`src/design/ieb_pkg.sv`:
```
package ieb_pkg;

	// ==========================================
	// Register map (word indices on the register port)
	localparam logic [3:0] ADDR_EN_ONE = 4'h0;
	localparam logic [3:0] ADDR_EN_TWO = 4'h1;
	localparam logic [3:0] ADDR_EN_THREE = 4'h2;
	localparam logic [3:0] ADDR_EN_FOUR = 4'h3;
	localparam logic [3:0] ADDR_EN_FIVE = 4'h4;
	localparam logic [3:0] ADDR_FLAG_BASE = 4'h5;
	localparam logic [3:0] ADDR_PRIO_BASE = 4'ha;
	localparam logic [3:0] ADDR_IRQ_STATUS = 4'hf;
	localparam int NUM_WORDS = 5;

	// ==========================================
	// Implemented enable bits per word
	localparam logic [15:0] MASK_EN_ONE = 16'h0003;
	localparam logic [15:0] MASK_EN_TWO = 16'h3fe3;
	localparam logic [15:0] MASK_EN_THREE = 16'h4066;
	localparam logic [15:0] MASK_EN_FOUR = 16'h210e;
	localparam logic [15:0] MASK_EN_FIVE = 16'h3fbe;
	localparam logic [15:0] RESET_EN = 16'h0000;

	// ==========================================
	// Priority field codes
	localparam logic [2:0] PRIO_OFF = 3'h0;
	localparam logic [2:0] PRIO_RESET = 3'h4;

	typedef enum logic [1:0] {
		IEB_IDLE = 2'b01,
		IEB_READ = 2'b10
	} ieb_rd_state_t;

endpackage

```
`src/design/ieb_top.sv`:
```
`timescale 1ns/100ps
module ieb_top
	import ieb_pkg::*;
(
	// Clock and reset
	input wire logic sys_clk,
	input wire logic rst_n,
	// Register port
	input wire logic [3:0] reg_addr,
	input wire logic [15:0] reg_wdata,
	input wire logic reg_wr,
	input wire logic reg_rd,
	output logic [15:0] reg_rdata,
	// Request flags from the sources, one 16-bit word per enable word
	input wire logic [79:0] src_flag,
	// Gated requests to arbitration
	output logic [79:0] req_out,
	// Summary interrupt
	output logic irq
);

	// ==========================================
	// Address decode
	logic sel_en;
	logic sel_flag;
	logic sel_prio;
	logic sel_status;
	always_comb
	begin
		sel_en = reg_addr <= ADDR_EN_FIVE;
		sel_flag = (reg_addr >= ADDR_FLAG_BASE) && (reg_addr < ADDR_PRIO_BASE);
		sel_prio = (reg_addr >= ADDR_PRIO_BASE) && (reg_addr < ADDR_IRQ_STATUS);
		sel_status = reg_addr == ADDR_IRQ_STATUS;
	end

	// ==========================================
	// Enable words
	localparam logic [79:0] EN_MASK = {
		MASK_EN_FIVE,
		MASK_EN_FOUR,
		MASK_EN_THREE,
		MASK_EN_TWO,
		MASK_EN_ONE
	};

	logic [79:0] en;
	logic [79:0] next_en;

	always_comb
	begin
		next_en = en;
		if (reg_wr && sel_en)
		begin
			next_en[reg_addr[2:0]*16 +: 16] = reg_wdata & EN_MASK[reg_addr[2:0]*16 +: 16];
		end
	end

	always_ff @(posedge sys_clk)
	begin
		if (!rst_n)
			en <= {NUM_WORDS{RESET_EN}};
		else
			en <= next_en;
	end

	// ==========================================
	// Word one fields
	logic twowire_a_master_en;
	logic twowire_a_slave_en;
	assign twowire_a_master_en = en[1];
	assign twowire_a_slave_en = en[0];

	// ==========================================
	// Word two fields
	logic parallel_port_en;
	logic compare_ch8_en;
	logic compare_ch7_en;
	logic compare_ch6_en;
	logic compare_ch5_en;
	logic capture_ch6_en;
	logic capture_ch5_en;
	logic capture_ch4_en;
	logic capture_ch3_en;
	logic serial_periph_b_event_en;
	logic serial_periph_b_fault_en;
	assign parallel_port_en = en[16+13];
	assign compare_ch8_en = en[16+12];
	assign compare_ch7_en = en[16+11];
	assign compare_ch6_en = en[16+10];
	assign compare_ch5_en = en[16+9];
	assign capture_ch6_en = en[16+8];
	assign capture_ch5_en = en[16+7];
	assign capture_ch4_en = en[16+6];
	assign capture_ch3_en = en[16+5];
	assign serial_periph_b_event_en = en[16+1];
	assign serial_periph_b_fault_en = en[16+0];

	// ==========================================
	// Word three fields
	logic calendar_clock_en;
	logic ext_pin_irq4_en;
	logic ext_pin_irq3_en;
	logic twowire_b_master_en;
	logic twowire_b_slave_en;
	assign calendar_clock_en = en[32+14];
	assign ext_pin_irq4_en = en[32+6];
	assign ext_pin_irq3_en = en[32+5];
	assign twowire_b_master_en = en[32+2];
	assign twowire_b_slave_en = en[32+1];

	// ==========================================
	// Word four fields
	logic charge_time_unit_en;
	logic low_voltage_detect_en;
	logic checksum_gen_en;
	logic serial_port_b_error_en;
	logic serial_port_a_error_en;
	assign charge_time_unit_en = en[48+13];
	assign low_voltage_detect_en = en[48+8];
	assign checksum_gen_en = en[48+3];
	assign serial_port_b_error_en = en[48+2];
	assign serial_port_a_error_en = en[48+1];

	// ==========================================
	// Word five fields
	logic capture_ch9_en;
	logic compare_ch9_en;
	logic serial_periph_c_event_en;
	logic serial_periph_c_fault_en;
	logic serial_port_d_tx_en;
	logic serial_port_d_rx_en;
	logic serial_port_d_error_en;
	logic twowire_c_master_en;
	logic twowire_c_slave_en;
	logic serial_port_c_tx_en;
	logic serial_port_c_rx_en;
	logic serial_port_c_error_en;
	assign capture_ch9_en = en[64+13];
	assign compare_ch9_en = en[64+12];
	assign serial_periph_c_event_en = en[64+11];
	assign serial_periph_c_fault_en = en[64+10];
	assign serial_port_d_tx_en = en[64+9];
	assign serial_port_d_rx_en = en[64+8];
	assign serial_port_d_error_en = en[64+7];
	assign twowire_c_master_en = en[64+5];
	assign twowire_c_slave_en = en[64+4];
	assign serial_port_c_tx_en = en[64+3];
	assign serial_port_c_rx_en = en[64+2];
	assign serial_port_c_error_en = en[64+1];

	// ==========================================
	// Gate enables rebuilt from the named fields, unimplemented positions held at zero
	logic [79:0] en_view;
	assign en_view[15:0] = {
		14'h0000,
		twowire_a_master_en,
		twowire_a_slave_en
	};
	assign en_view[31:16] = {
		2'h0,
		parallel_port_en,
		compare_ch8_en,
		compare_ch7_en,
		compare_ch6_en,
		compare_ch5_en,
		capture_ch6_en,
		capture_ch5_en,
		capture_ch4_en,
		capture_ch3_en,
		3'h0,
		serial_periph_b_event_en,
		serial_periph_b_fault_en
	};
	assign en_view[47:32] = {
		1'h0,
		calendar_clock_en,
		7'h00,
		ext_pin_irq4_en,
		ext_pin_irq3_en,
		2'h0,
		twowire_b_master_en,
		twowire_b_slave_en,
		1'h0
	};
	assign en_view[63:48] = {
		2'h0,
		charge_time_unit_en,
		4'h0,
		low_voltage_detect_en,
		4'h0,
		checksum_gen_en,
		serial_port_b_error_en,
		serial_port_a_error_en,
		1'h0
	};
	assign en_view[79:64] = {
		2'h0,
		capture_ch9_en,
		compare_ch9_en,
		serial_periph_c_event_en,
		serial_periph_c_fault_en,
		serial_port_d_tx_en,
		serial_port_d_rx_en,
		serial_port_d_error_en,
		1'h0,
		twowire_c_master_en,
		twowire_c_slave_en,
		serial_port_c_tx_en,
		serial_port_c_rx_en,
		serial_port_c_error_en,
		1'h0
	};

	// ==========================================
	// Priority fields, one per source
	logic [2:0] prio [80];
	logic [2:0] next_prio [80];
	logic [3:0] prio_idx;

	always_comb
	begin
		prio_idx = reg_addr - ADDR_PRIO_BASE;
		next_prio = prio;
		if (reg_wr && sel_prio)
		begin
			for (int i = 0; i < 16; i++)
				next_prio[prio_idx[2:0]*16 + i] = reg_wdata[i] ? 3'h7 : PRIO_OFF;
		end
	end

	always_ff @(posedge sys_clk)
	begin
		if (!rst_n)
			prio <= '{default: PRIO_RESET};
		else
			prio <= next_prio;
	end

	// ==========================================
	// Gates
	logic [79:0] pass;
	genvar g;
	generate
		for (g = 0; g < 80; g++)
		begin : gen_gate
			ieb_gate u_gate (
				.flag(src_flag[g] & EN_MASK[g]),
				.enable(en_view[g]),
				.prio(prio[g]),
				.pass(pass[g])
			);
		end
	endgenerate

	// ==========================================
	// Per-word summaries for the interrupt and read paths
	logic [NUM_WORDS-1:0] word_pending;
	logic [15:0] flag_word [NUM_WORDS];
	logic [15:0] en_word [NUM_WORDS];
	generate
		for (g = 0; g < NUM_WORDS; g++)
		begin : gen_word
			assign word_pending[g] = |pass[g*16 +: 16];
			assign flag_word[g] = src_flag[g*16 +: 16] & EN_MASK[g*16 +: 16];
			assign en_word[g] = en[g*16 +: 16];
		end
	endgenerate

	// ==========================================
	// Sticky interrupt status: set wins over write-one clear
	logic irq_sticky;
	logic next_irq_sticky;
	always_comb
	begin
		next_irq_sticky = irq_sticky;
		if (reg_wr && sel_status && reg_wdata[0])
			next_irq_sticky = 1'b0;
		if (|word_pending)
			next_irq_sticky = 1'b1;
	end

	logic irq_mask;
	logic next_irq_mask;
	always_comb
	begin
		next_irq_mask = irq_mask;
		if (reg_wr && sel_status)
			next_irq_mask = reg_wdata[8];
	end

	always_ff @(posedge sys_clk)
	begin
		if (!rst_n)
		begin
			req_out <= '0;
			irq_sticky <= 1'b0;
			irq_mask <= 1'b0;
			irq <= 1'b0;
		end
		else
		begin
			req_out <= pass;
			irq_sticky <= next_irq_sticky;
			irq_mask <= next_irq_mask;
			irq <= next_irq_sticky & next_irq_mask;
		end
	end

	// ==========================================
	// Read path
	logic [15:0] next_rdata;
	logic [3:0] flag_idx;
	logic [3:0] prio_rd_idx;
	logic [2:0] flag_sel;
	logic [2:0] prio_sel;
	logic [15:0] prio_word;
	always_comb
	begin
		flag_idx = reg_addr - ADDR_FLAG_BASE;
		prio_rd_idx = reg_addr - ADDR_PRIO_BASE;
		flag_sel = 3'h0;
		prio_sel = 3'h0;
		if (sel_flag)
			flag_sel = flag_idx[2:0];
		if (sel_prio)
			prio_sel = prio_rd_idx[2:0];
		prio_word = '0;
		for (int i = 0; i < 16; i++)
			prio_word[i] = prio[prio_sel*16 + i] != PRIO_OFF;
		next_rdata = '0;
		if (reg_rd)
		begin
			if (sel_en)
				next_rdata = en_word[reg_addr[2:0]];
			else if (sel_flag)
				next_rdata = flag_word[flag_sel];
			else if (sel_prio)
				next_rdata = prio_word;
			else
				next_rdata = {7'h00, irq_mask, 7'h00, irq_sticky};
		end
	end

	always_ff @(posedge sys_clk)
	begin
		if (!rst_n)
			reg_rdata <= '0;
		else
			reg_rdata <= next_rdata;
	end

endmodule

```
`src/design/ieb_gate.sv`:
```
`timescale 1ns/100ps
// One source: flag, enable and priority gate
module ieb_gate
	import ieb_pkg::*;
(
	input wire logic flag,
	input wire logic enable,
	input wire logic [2:0] prio,
	output logic pass
);

	always_comb
	begin
		pass = flag & enable & (prio != PRIO_OFF);
	end

endmodule

```
`config.mk`:
```
export PLATFORM = sky130hd
export DESIGN_NAME = ieb_top
export DESIGN_NICKNAME = d
export VERILOG_FILES = /design/src/design/ieb_pkg.sv /design/src/design/ieb_top.sv /design/src/design/ieb_gate.sv
export SDC_FILE = /design/constraint.sdc
export NUM_CORES = 1
export LEC_CHECK = 0
export BUFFER_PORTS_ARGS = -buffer_cell sky130_fd_sc_hd__buf_4
export CAP_MARGIN = 25
export CORE_UTILIZATION = 40
export CTS_CLUSTER_DIAMETER = 80
export CTS_CLUSTER_SIZE = 14
export DETAILED_ROUTE_END_ITERATION = 8
export GPL_ROUTABILITY_DRIVEN = 0
export PLACE_DENSITY = 0.66
export SLEW_MARGIN = 20
export SYNTH_ARGS = -nofsm -noshare
export SYNTH_HDL_FRONTEND = slang
export SYNTH_SLANG_ARGS = --single-unit
```
`constraint.sdc`:
```
create_clock -name sys_clk -period 3.4 [get_ports sys_clk]
set_clock_uncertainty 0.1 [all_clocks]
set_input_delay 0.68 -clock sys_clk [delete_from_list [all_inputs] [get_ports sys_clk]]
set_output_delay 0.68 -clock sys_clk [all_outputs]
set_load 0.03 [all_outputs]
```
### Word-level counts from Yosys, hierarchy flattened

Index checks and enable logic that the tools add are counted.

| cells by class | value |
|---|---|
| add/sub/neg operators | 33 |
| magnitude comparators | 55 |
| eq/ne operators | 1 |
| shift-type cells | 3 |
| multiplexer cells | 127 |
| bitwise operators | 106 |
| reductions and logical operators | 75 |

Operators with widths:

| operator | count |
|---|---|
| 240-bit bitwise mux | 16 |
| 33-bit by 8-bit greater-or-equal comparator with 1-bit output (second input constant) | 32 |
| 8-bit inverter with 33-bit output | 24 |
| 33-bit by 1-bit less-than comparator with 1-bit output (second input constant) | 16 |
| 3-bit binary-select mux with 7-bit select | 16 |
| 3-bit demux with 7-bit select | 16 |
| 3-bit 2-to-1 mux | 66 |
| 32-bit inverter with 33-bit output | 6 |
| 3-bit nonzero test | 51 |
| 7-bit by 4-bit adder with 8-bit output (second input constant) | 16 |
| 16-bit 2-to-1 mux | 7 |
| 16-bit binary-select mux with 3-bit select | 2 |
| 80-bit bitwise mux | 1 |
| 16-bit by 34-bit variable shift with 80-bit output (first input constant) | 1 |
| 16-bit by 34-bit variable part select with 80-bit output | 1 |
| 80-bit by 8-bit variable part select with 16-bit output (first input constant) | 1 |
| 1-bit AND | 71 |
| 7-bit inverter with 33-bit output | 2 |
| 7-bit by 3-bit adder with 8-bit output (second input constant) | 8 |
| 35-bit OR reduction | 1 |
| 7-bit negation with 34-bit output | 1 |
| 7-bit by 2-bit adder with 8-bit output (second input constant) | 4 |
| 1-bit logical AND | 22 |
| 7-bit by 1-bit adder with 8-bit output (second input constant) | 2 |
| 11 further kinds | 17 |

| word-level totals | value |
|---|---|
| flip-flop bits (word level) | 419 |
| bits of input ports | 104 |
| output and inout bits | 97 |
| word-level logic and storage cells | 487 |

### Logic depth before layout (Yosys ltp)

Gate-level depths: netlist (run 1).

| depth | value |
|---|---|
| word-level depth | 22 |
| mapped depth | 12 |
| mapped depth without buffers | 8 |

### By module

A second synthesis (run 1) with hierarchy kept.

| second synthesis, totals | value |
|---|---|
| cell total of the unflattened synthesis | 1,623 |
| area total of the unflattened synthesis | 14,113.5 um^2 |

By module, submodules not included:

| module | times used | cells each | area each (um^2) | sequential area each (um^2) |
|---|---|---|---|---|
| ieb_top | 1 | 1,543 | 13,312.8 | 6,686.4 |
| ieb_gate | 80 | 1 | 10.0 | 0.0 |

### Worst setup path before layout (run 1)

OpenSTA, ideal clock, no wires.

| timing | value |
|---|---|
| path type | input -> register |
| start | input reg_addr[1] |
| end | register en[68] |
| setup time | 0.132 ns |
| arrival time | 2.943 ns |
| required time | 3.168 ns |
| path slack | 0.225 ns |
| stages | 12 |
| buffers on the path | 4 |
| path through | buf_2 inv_1 clkbuf_1 ha_1 ha_1 nand2b_1 nor3_1 or3b_1 buf_2 buf_6 nand2_1 a21oi_1 |

| between the ends | value |
|---|---|
| cells in the longest elaborated chain, start to end | 4 |
| elaborated cells on any way between the ends | 8 |
| classes of those cells | 1 x add/sub; 1 x order compare; 3 x shift; 1 x mux; 1 x bitwise; 1 x reduce/logical |

Ends and longest elaborated chain:

| what | line | RTL |
|---|---|---|
| start: declaration | ieb_top.sv:9 | `input wire logic [3:0] reg_addr,` |
| 80-bit by 8-bit variable part select with 16-bit output | ieb_top.sv:54 | `next_en[reg_addr[2:0]*16 +: 16] = reg_wdata & EN_MASK[reg_addr[2:0]*16 +: 16];` |
| 16-bit AND | ieb_top.sv:54 |  |
| 16-bit by 34-bit variable part select with 80-bit output | ieb_top.sv:54 |  |
| 80-bit bitwise mux | ieb_top.sv:54 |  |
| end signal: assignment | ieb_top.sv:61 | `en <= {NUM_WORDS{RESET_EN}};` |
| end signal: assignment | ieb_top.sv:63 | `en <= next_en;` |
| end: declaration | ieb_top.sv:46 | `logic [79:0] en;` |

Several ways; a longest one is shown, not always the timed one.
A chain may end at the register's enable or synchronous reset.

### Worst setup path after layout (run 1)

| timing | value |
|---|---|
| start | input reg_addr[1] |
| end | register reg_rdata[5] |

| between the ends | value |
|---|---|
| cells in the longest elaborated chain, start to end | 12 |
| elaborated cells on any way between the ends | 28 |
| classes of those cells | 3 x add/sub; 5 x order compare; 14 x mux; 3 x bitwise; 3 x reduce/logical |

Ends and longest elaborated chain:

| what | line | RTL |
|---|---|---|
| 4-bit greater-or-equal comparator / 4-bit less-than comparator (equally long branches) | ieb_top.sv:32 | `sel_prio = (reg_addr >= ADDR_PRIO_BASE) && (reg_addr < ADDR_IRQ_STATUS);` |
| 1-bit logical AND | ieb_top.sv:32 |  |
| 3-bit 2-to-1 mux | ieb_top.sv:325 | `if (sel_prio)` |
| 7-bit by 3-bit adder with 8-bit output | ieb_top.sv:329 | `prio_word[i] = prio[prio_sel*16 + i] != PRIO_OFF;` |
| 8-bit inverter with 33-bit output (implied by the code) | ieb_top.sv:329 |  |
| 3-bit binary-select mux with 7-bit select | ieb_top.sv:329 |  |
| 3-bit 2-to-1 mux (implied by the code) (2 in series) | ieb_top.sv:329 |  |
| 3-bit nonzero test | ieb_top.sv:329 |  |
| 16-bit 2-to-1 mux | ieb_top.sv:337 | `else if (sel_prio)` |
| 16-bit 2-to-1 mux | ieb_top.sv:335 | `else if (sel_flag)` |
| 16-bit 2-to-1 mux (*) | ieb_top.sv:333 | `if (sel_en)` |
| end signal: assignment | ieb_top.sv:349 | `reg_rdata <= next_rdata;` |
| end: declaration | ieb_top.sv:13 | `output logic [15:0] reg_rdata,` |

Every way passes the cells marked *; elsewhere a longest branch is shown, timed or not. The select of a mux whose other input is x is not followed.

==> results of run 1 <==
## stage by stage
step                      std cells  setup WS, ns  hold slack (ns)  total power, uW  area [sq um]
final                          1993         0.624            0.316             6730         14200
after global routing           1993         0.445            0.341             6920         14200
after CTS                      1992         0.678            0.298             6740         14200
after detailed placement       1965         0.140            0.343             4200         13600
after global placement         1965         0.114            0.335             4200         13600
after floorplan                1553         0.225            0.328             3960         12500
## metal layers
layer,part of all wire,vias to the layer above,GRT usage
met1,0.41,5552,0.370
li1,-,5349,-
met3,0.10,97,0.0514
met2,0.44,592,0.420
met4,0.047,0,0.130
met5,0,-,0
## cell usage in the layout (no fill, tap or decap), types with 4 or more instances in the layout
master and instances:
a221oi_1 12, a311oi_1 6, nand2b_1 8, ha_1 12, o221ai_1 11, nand3_1 63, clkbuf_16 25, nand3b_1 5
nand4_1 18, nor3_1 22, dfxtp_1 289, a22oi_1 12, nor2b_1 9, o21ai_0 43, nor2_1 107, and3_1 10
nand2_1 320, a32oi_1 13, o211ai_1 36, a21oi_1 216, or2_2 4, buf_12 6, a211oi_1 7, nor4_1 5
buf_4 173, inv_1 10, or3_1 11, and2_1 4, conb_1 45, mux4_2 5, mux2i_1 28, a31oi_1 7
mux2_2 4
## worst max-delay path: cells and delay by family
family | cells | cell delay [ns]
buffers and inverters | 4 | 0.65
AOI/OAI and AO/OA | 3 | 0.86
adders and majority gates | 1 | 0.25
and+or+nand+nor | 2 | 0.62
## worst paths after layout
kind / startpoint / end / slack [ns] / depth (start not counted)
min reg2reg: prio[118]$_SDFFE_PN0P_ / prio[118]$_SDFFE_PN0P_ / 0.35 / 2
max: reg_addr[1] / reg_rdata[5]$_SDFF_PN0_ / 0.62 / 10
min: reg_wdata[15] / prio[98]$_SDFFE_PN1P_ / 0.32 / 3
max reg2reg: prio[140]$_SDFFE_PN1P_ / irq$_SDFF_PN0_ / 1.34 / 4
## final cells by class
class / count / area share
inverter: 12 / 0.00351
sequential: 289 / 0.406
multi-input combinational: 1095 / 0.410
clock inverter: 1 / 0.00211
antenna: 1 / 0.000176
tap: 390 / 0.0342
timing repair buffer: 179 / 0.0996
clock buffer: 26 / 0.0442
## cells by family (layout without fill, tap and decap cells)
logic type,count (synthesis),after routing,synth area share
simple gates,611,611,0.222
compound gates,389,389,0.190
flops,289,289,0.469
buf+inv,169,218,0.0715
mux,37,37,0.0355
fa+ha+maj,12,12,0.0122
other cells,1,46,0.000304
xor+xnor,1,1,0.000710
## registers in the layout (all words and copies together) (netlist names)
register    flops
prio          160
reg_rdata      16
irq             1
req_out        35
en             75
irq_mask        1
irq_sticky      1
## power by group through the flow
stage / Clock [uW] / Combinational [uW] / Sequential (uW)
final: 2590 / 699 / 3450
after global routing: 2740 / 737 / 3450
after CTS: 2620 / 680 / 3450
after detailed placement: 0 / 678 / 3520
after global placement: 0 / 675 / 3520
after floorplan: 0 / 421 / 3540
==> flow_summary.yaml, run 1 <==
layout:
  final.fill_count: 2903
  regArea_sq_mm: 0.00579
  post-route-util: 0.474
  areaGrowthSynthToFinish_pct: 15.4
  drive_gt1_frac: 0.145
  nets: 1717
  multi_input_area_sq_mm: 0.00584
yosys:
  synth_edf_count: 0
  yosys_warnings: 0
  synth_top_area_cell: "dfxtp_1"
  synth_top_area_share: 0.469
  syn_inst: 1509
  synth.area.top_cells: "dfxtp_1, nand2_1, a21oi_1"
  synth_top_cells_by_count: "nand2_1, dfxtp_1, a21oi_1"
  synthArstFlopShare: 0
  synth.most_common_cell: "nand2_1"
  synth.distinct_cells: 72
  synth_seq_area_share: 0.469
  syn-cell-area_sq_mm: 0.0123
  synth_flop_cell: "dfxtp_1"
  avgSynthCellArea_sq_um: 8.18
  ys_seq_elements: 289
global_routing:
  grt_pass1_vias: 10784
  overflow: 0
  grt_first_pass_wirelength_mm: 65.1
  grt_usage: 0.274
  grt_max_degree: 103
  antenna_found_initial: 2
drt:
  wire_per_inst_um: 21.7
  initialDrtViolationCount: 1224
  drc_errors: 0
  routed_wl_mm: 43.2
  vias_per_cell: 5.82
  drtPass1Iterations: 7
  ant_nets: 0
  num_vias: 11590
critical_path:
  worst_setup_path_start_kind: "input pin"
  critPathMaxStageDelay_ns: 0.44
  crit_path_end_kind: "register"
  worstSetupPathType: "in2reg"
  slowest_stage: "o32ai_1"
  path_common_cell: "buf_4"
  worstPathRequired_ns: 3.67
  path_max_fanout: 10
  worstPathCellList: "buf_4 -> inv_1 -> buf_4 -> ha_1 -> or3b_4 -> a21oi_1 -> and3_1 -> a2111oi_0 -> buf_4 -> o32ai_1"
  worstPathArrival_ns: 3.05
sta:
  final_max_slew_viol_count: 0
  finalSetupTns_ns: 0
  setup_viol: 0
  worst-slew-pin-transition_ns: 0.816
  rsz0062_at_grt: "false"
  fin_crit_sh: 0.817
  hold_viol: 0
  maxSlewHeadroom: 0.456
  clock.fmax_mhz: 360
  post-route-min-period_ns: 2.78
cts:
  clock_path_buffers: 3
  clk_pin_slew_ns: 0.07
  cts_root_buf: "clkbuf_16"
  cts_sinks: 289
  numCtsBuffers: 24
  cts_tree: "built"
  clk_latency_ns: 0.55
  ctsResizeCount: 0
  post_cts_buffers: 0
  hold_buffers: 0
  htree_num_levels: 1
power:
  p_switching_uw: 1730
  swShare: 0.257
  power_density_mw_per_mm2: 472
  vdd_ir_drop_max_v: 0.000337
  p_int_uw: 5000
  p_leak_uw: 0.00546
  p_comb_frac: 0.104
  seq_power_share: 0.512
  clkPwrFrac: 0.384
place:
  port_buffers: 110
  dp_hpwl_mm: 31.8
job:
  maxCapViolCount: 0
run_status:
  outcome: "finished clean"
floorplan:
  die-height_um: 178
  die-area_sq_mm: 0.0316
  die_w_um: 178
  core_area_sq_mm: 0.0300
  start_util: 0.411
  row_count: 63
  boundaryPins: 201
hold_path:
  hp-class: "in2reg"
Power figures use the tool's default switching activity.
==> run 2: changes to the inputs <==
PLACE_DENSITY = 0.68   (was 0.66)
clock period = 2.45 ns   (was 3.4 ns; I/O delays follow)
==> flow_summary.yaml, run 2 (synthesis results as in run 1) <==
critical_path:
  path_max_fanout: 9
  critical_path.top_delay_family: "compound AO/OA/AOI/OAI gates"
  worstPathRequired_ns: 2.73
  critPathMaxStageDelay_ns: 0.46
  slowest_stage: "ha_1"
  worst_setup_path_start_kind: "input pin"
  path_buf_inv: 4
  crit_path_end_kind: "register"
  worstPathArrival_ns: 2.49
  path_common_cell: "buf_4"
  worstSetupPathType: "in2reg"
  worstPathCellList: "buf_4 -> inv_6 -> buf_4 -> ha_1 -> buf_4 -> a21oi_1 -> nor3_1 -> a221oi_1 -> a221oi_1"
job:
  maxCapViolCount: 0
floorplan:
  die-height_um: 178
  die-area_sq_mm: 0.0316
  row_count: 63
  boundaryPins: 201
  start_util: 0.411
  die_w_um: 178
  core_area_sq_mm: 0.0300
sta:
  rsz0062_at_grt: "false"
  setup_viol: 0
  fin_crit_sh: 0.900
  clock.fmax_mhz: 454
  worst-slew-pin-transition_ns: 0.682
  fin_ws_ns: 0.245
  maxSlewHeadroom: 0.543
  hold_viol: 0
  finalSetupTns_ns: 0
  final_max_slew_viol_count: 0
  post-route-min-period_ns: 2.20
cts:
  cts_tree: "built"
  post_cts_buffers: 0
  cts_root_buf: "clkbuf_16"
  hold_buffers: 0
  clock_path_buffers: 3
  cts_sinks: 289
  clk_pin_slew_ns: 0.07
  htree_num_levels: 1
  clk_latency_ns: 0.55
  numCtsBuffers: 24
  ctsResizeCount: 0
drt:
  initialDrtViolationCount: 1503
  drtPass1Iterations: 6
  routed_wl_mm: 45.5
  routed-wl-met3_mm: 5.01
  top_layer: "met4"
  num_vias: 12045
  ant_nets: 0
  drc_errors: 0
  wl_met1_mm: 17.8
  dr_wl_met2_mm: 20.2
  wire_per_inst_um: 22.1
  vias_per_cell: 5.84
place:
  dp_hpwl_mm: 34.1
  dp.cells: 2036
  port_buffers: 110
  place_ws_ns: -0.212
layout:
  top_regs: "prio: 160 flops, en: 75 flops, req_out: 35 flops"
  nets: 1788
  final_cell_mix: "nand2_1, dfxtp_1, buf_4"
  final_common_cell: "nand2_1"
  n_antenna_cell: 0
  post-route-util: 0.499
  regMostFlops: "prio"
  largest_reg_flops: 160
  areaGrowthSynthToFinish_pct: 21.5
  drive_gt1_frac: 0.185
  layout.cells.non_filler: 2062
global_routing:
  overflow: 0
  antenna_found_initial: 0
  grt_pass1_vias: 10939
  grt_max_degree: 80
  grt_usage: 0.285
  grt_first_pass_wirelength_mm: 66.9
power:
  p_switching_uw: 2460
  vdd_ir_drop_max_v: 0.000441
  power_density_mw_per_mm2: 622
  clkPwrFrac: 0.368
  swShare: 0.263
  p_comb_frac: 0.119
  seq_power_share: 0.513
  p_int_uw: 6880
  p_leak_uw: 0.00588
run_status:
  outcome: "finished clean"
hold_path:
  hp-class: "in2reg"
-- run 2: cell count changes in the layout (fill, tap and decap cells not counted), sizes merged --
cell / previous run / this run
buf: 179 / 250
bufinv: 1 / 0
clkbuf: 26 / 24
clkinv: 1 / 2
clkinvlp: 0 / 1
diode: 1 / 0
-- run 2: per-layer routing --
metal	vias up	global-route usage
met3	130	0.0551
li1	5509	-
met5	-	0
met1	5709	0.375
met4	0	0.146
met2	697	0.441
-- run 2: area by class of cell --
class	instances	area, sq um
clock buffers	24	601
flip-flops and latches	289	5790
repair buffers	250	2150
well taps	390	488
fillers	2813	15000
multi-input cells	1095	5890
clock inverters	2	23.8
inverters	12	56.3
-- run 2: worst reg2reg max path, cell delays in order, from the launching register on --
cell      delay, ns
dfxtp_1        0.33
o211ai_1       0.53
nand4_1        0.18
nor4_1         0.40
a311oi_1       0.22
-- run 2: final timing paths --
check	start	end	slack, ns	cells past startpoint
setup / recovery	reg_addr[1]	reg_rdata[1]$_SDFF_PN0_	0.25	9
hold / removal	reg_wdata[15]	prio[2]$_SDFFE_PN1P_	0.13	3
setup reg to reg	prio[92]$_SDFFE_PN1P_	irq$_SDFF_PN0_	0.52	4
hold reg to reg	prio[118]$_SDFFE_PN0P_	prio[118]$_SDFFE_PN0P_	0.35	2
-- run 2: power by group through the flow --
stage | clock (uW) | sequential, uW | combinational, uW
global placement | 0 | 4890 | 1070
finish | 3440 | 4790 | 1110
CTS | 3460 | 4790 | 1080
detailed placement | 0 | 4890 | 1080
floorplan | 0 | 4910 | 609
global route | 3640 | 4790 | 1150
-- run 2: per-stage QoR --
stage                     power (uW)  hold WS (ns)  cell area, sq um
after global routing            9580         0.141             15000
after global placement          5960         0.337             14400
final                           9340         0.134             15000
after floorplan                 5520         0.329             12600
after detailed placement        5970         0.345             14400
after CTS                       9330         0.127             15000
==> run 3: changes to the inputs <==
CTS_BUF_LIST = sky130_fd_sc_hd__clkbuf_4   (was unset)
==> flow_summary.yaml, run 3 (synthesis results as in run 1) <==
floorplan:
  boundaryPins: 201
  core_area_sq_mm: 0.0300
  die-height_um: 178
  die_w_um: 178
  row_count: 63
  die-area_sq_mm: 0.0316
  start_util: 0.411
critical_path:
  path_common_cell: "buf_4"
  crit_path_end_kind: "register"
  worstSetupPathType: "in2reg"
  slowest_stage: "nor2_1"
  critPathMaxStageDelay_ns: 0.38
  worstPathCellList: "buf_4 -> buf_12 -> buf_4 -> buf_4 -> nor2_1 -> buf_4 -> a32oi_1 -> a31oi_1 -> nand2_1 -> o2bb2ai_1"
  path_max_fanout: 21
  worst_setup_path_start_kind: "input pin"
  worstPathArrival_ns: 2.49
  worstPathRequired_ns: 2.97
drt:
  drtPass1Iterations: 6
  routed-wl-met3_mm: 4.80
  drc_errors: 0
  initialDrtViolationCount: 1613
  ant_nets: 0
  top_layer: "met4"
  dr_wl_met2_mm: 20.0
  wl_met1_mm: 17.9
  routed_wl_mm: 45.3
  wire_per_inst_um: 21.6
  num_vias: 12094
  vias_per_cell: 5.78
layout:
  top_regs: "prio: 160 flops, en: 75 flops, req_out: 35 flops"
  final_common_cell: "nand2_1"
  nets: 1814
  regMostFlops: "prio"
  largest_reg_flops: 160
  areaGrowthSynthToFinish_pct: 20.4
  final_cell_mix: "nand2_1, dfxtp_1, buf_4"
  post-route-util: 0.495
  final.fill_count: 2857
  drive_gt1_frac: 0.182
cts:
  ctsResizeCount: 0
  clock_path_buffers: 3
  numCtsBuffers: 24
  clk_pin_slew_ns: 0.14
  cts_tree: "built"
  post_cts_buffers: 0
  cts_sinks: 289
  clk_latency_ns: 0.74
  htree_num_levels: 1
  cts_root_buf: "clkbuf_4"
power:
  vdd_ir_drop_max_v: 0.000296
  p_leak_uw: 0.00581
  power_density_mw_per_mm2: 537
  power.total_uw: 7990
job:
  maxCapViolCount: 0
run_status:
  outcome: "finished clean"
global_routing:
  grt_max_degree: 80
  grt_first_pass_wirelength_mm: 66.9
  grt_usage: 0.284
  overflow: 0
  grt_pass1_vias: 10956
  antenna_found_initial: 1
sta:
  fin_ws_ns: 0.476
  holdWs_ns: 0.0224
  post-route-min-period_ns: 1.97
  hold_viol: 0
  setup_viol: 0
  final_max_slew_viol_count: 0
  worst-slew-pin-transition_ns: 0.630
  fin_crit_sh: 0.806
  maxSlewHeadroom: 0.578
  rsz0062_at_grt: "false"
  clock.fmax_mhz: 507
place:
  port_buffers: 110
  place_ws_ns: -0.212
  dp_hpwl_mm: 34.1
hold_path:
  hp-class: "in2reg"
[run 3: cell count changes in the layout (fill, tap and decap cells not counted)]
cell and change:
bufinv_16 +1, dlygate4sd3_1 +26, clkbuf_4 +24, clkbuf_16 -24
diode_2 +4, clkinv_8 -1
[run 3: metrics by stage]
step | instances | instance area, sq um | setup TNS [ns]
final | 2092 | 14900 | 0
after global placement | 2036 | 14400 | -4.74
after global routing | 2092 | 14900 | 0
after CTS | 2088 | 14900 | 0
after detailed placement | 2036 | 14400 | -7.17
after floorplan | 1553 | 12600 | -0.283
[run 3: repair_timing]
item / in CTS / in global routing
endpoints found under the setup margin: 0 / 0
hold buffers: 26 / 0
hold endpoints to repair: 143 / 0
[run 3: metal layers]
metal  global-route usage  up-vias
met5                    0        -
met4                0.146        0
met3               0.0563      125
met2                0.437      664
met1                0.377     5738
li1                     -     5567
[run 3: worst paths after layout]
| kind | end | start | cells past startpoint | slack, ns |
|---|---|---|---|---|
| worst max-delay path | reg_rdata[0]$_SDFF_PN0_ | reg_addr[0] | 10 | 0.48 |
| worst min-delay path | req_out[74]$_SDFF_PN0_ | src_flag[74] | 3 | 0.02 |
| worst max register to register | irq$_SDFF_PN0_ | prio[92]$_SDFFE_PN1P_ | 4 | 0.49 |
| worst min register to register | en[10]$_SDFFE_PN0P_ | en[10]$_SDFFE_PN0P_ | 2 | 0.36 |
[run 3: power by group]
group	leakage (uW)	switching, uW	internal (uW)
Combinational	0.00335	728	417
Sequential	0.00234	36.4	4750
Clock	0.000125	1490	564
Total	0.00581	2250	5740
[run 3: area by class of cell]
| class | instances | area (sq um) | share of cell area |
|---|---|---|---|
| Tap cell | 390 | 488 | 0.0328 |
| Inverter | 12 | 56.3 | 0.00379 |
| Multi-Input combinational cell | 1095 | 5890 | 0.396 |
| Sequential cell | 289 | 5790 | 0.389 |
| Clock inverter | 2 | 37.5 | 0.00253 |
| Clock buffer | 24 | 180 | 0.0121 |
| Antenna cell | 4 | 10.0 | 0.000673 |
| Timing Repair Buffer | 276 | 2410 | 0.162 |
[run 3: critical path, delay by kind of cell]
kind	cells	cell delay [ns]
compound gates	3	0.59
simple gates	2	0.47
buf+inv	5	0.94
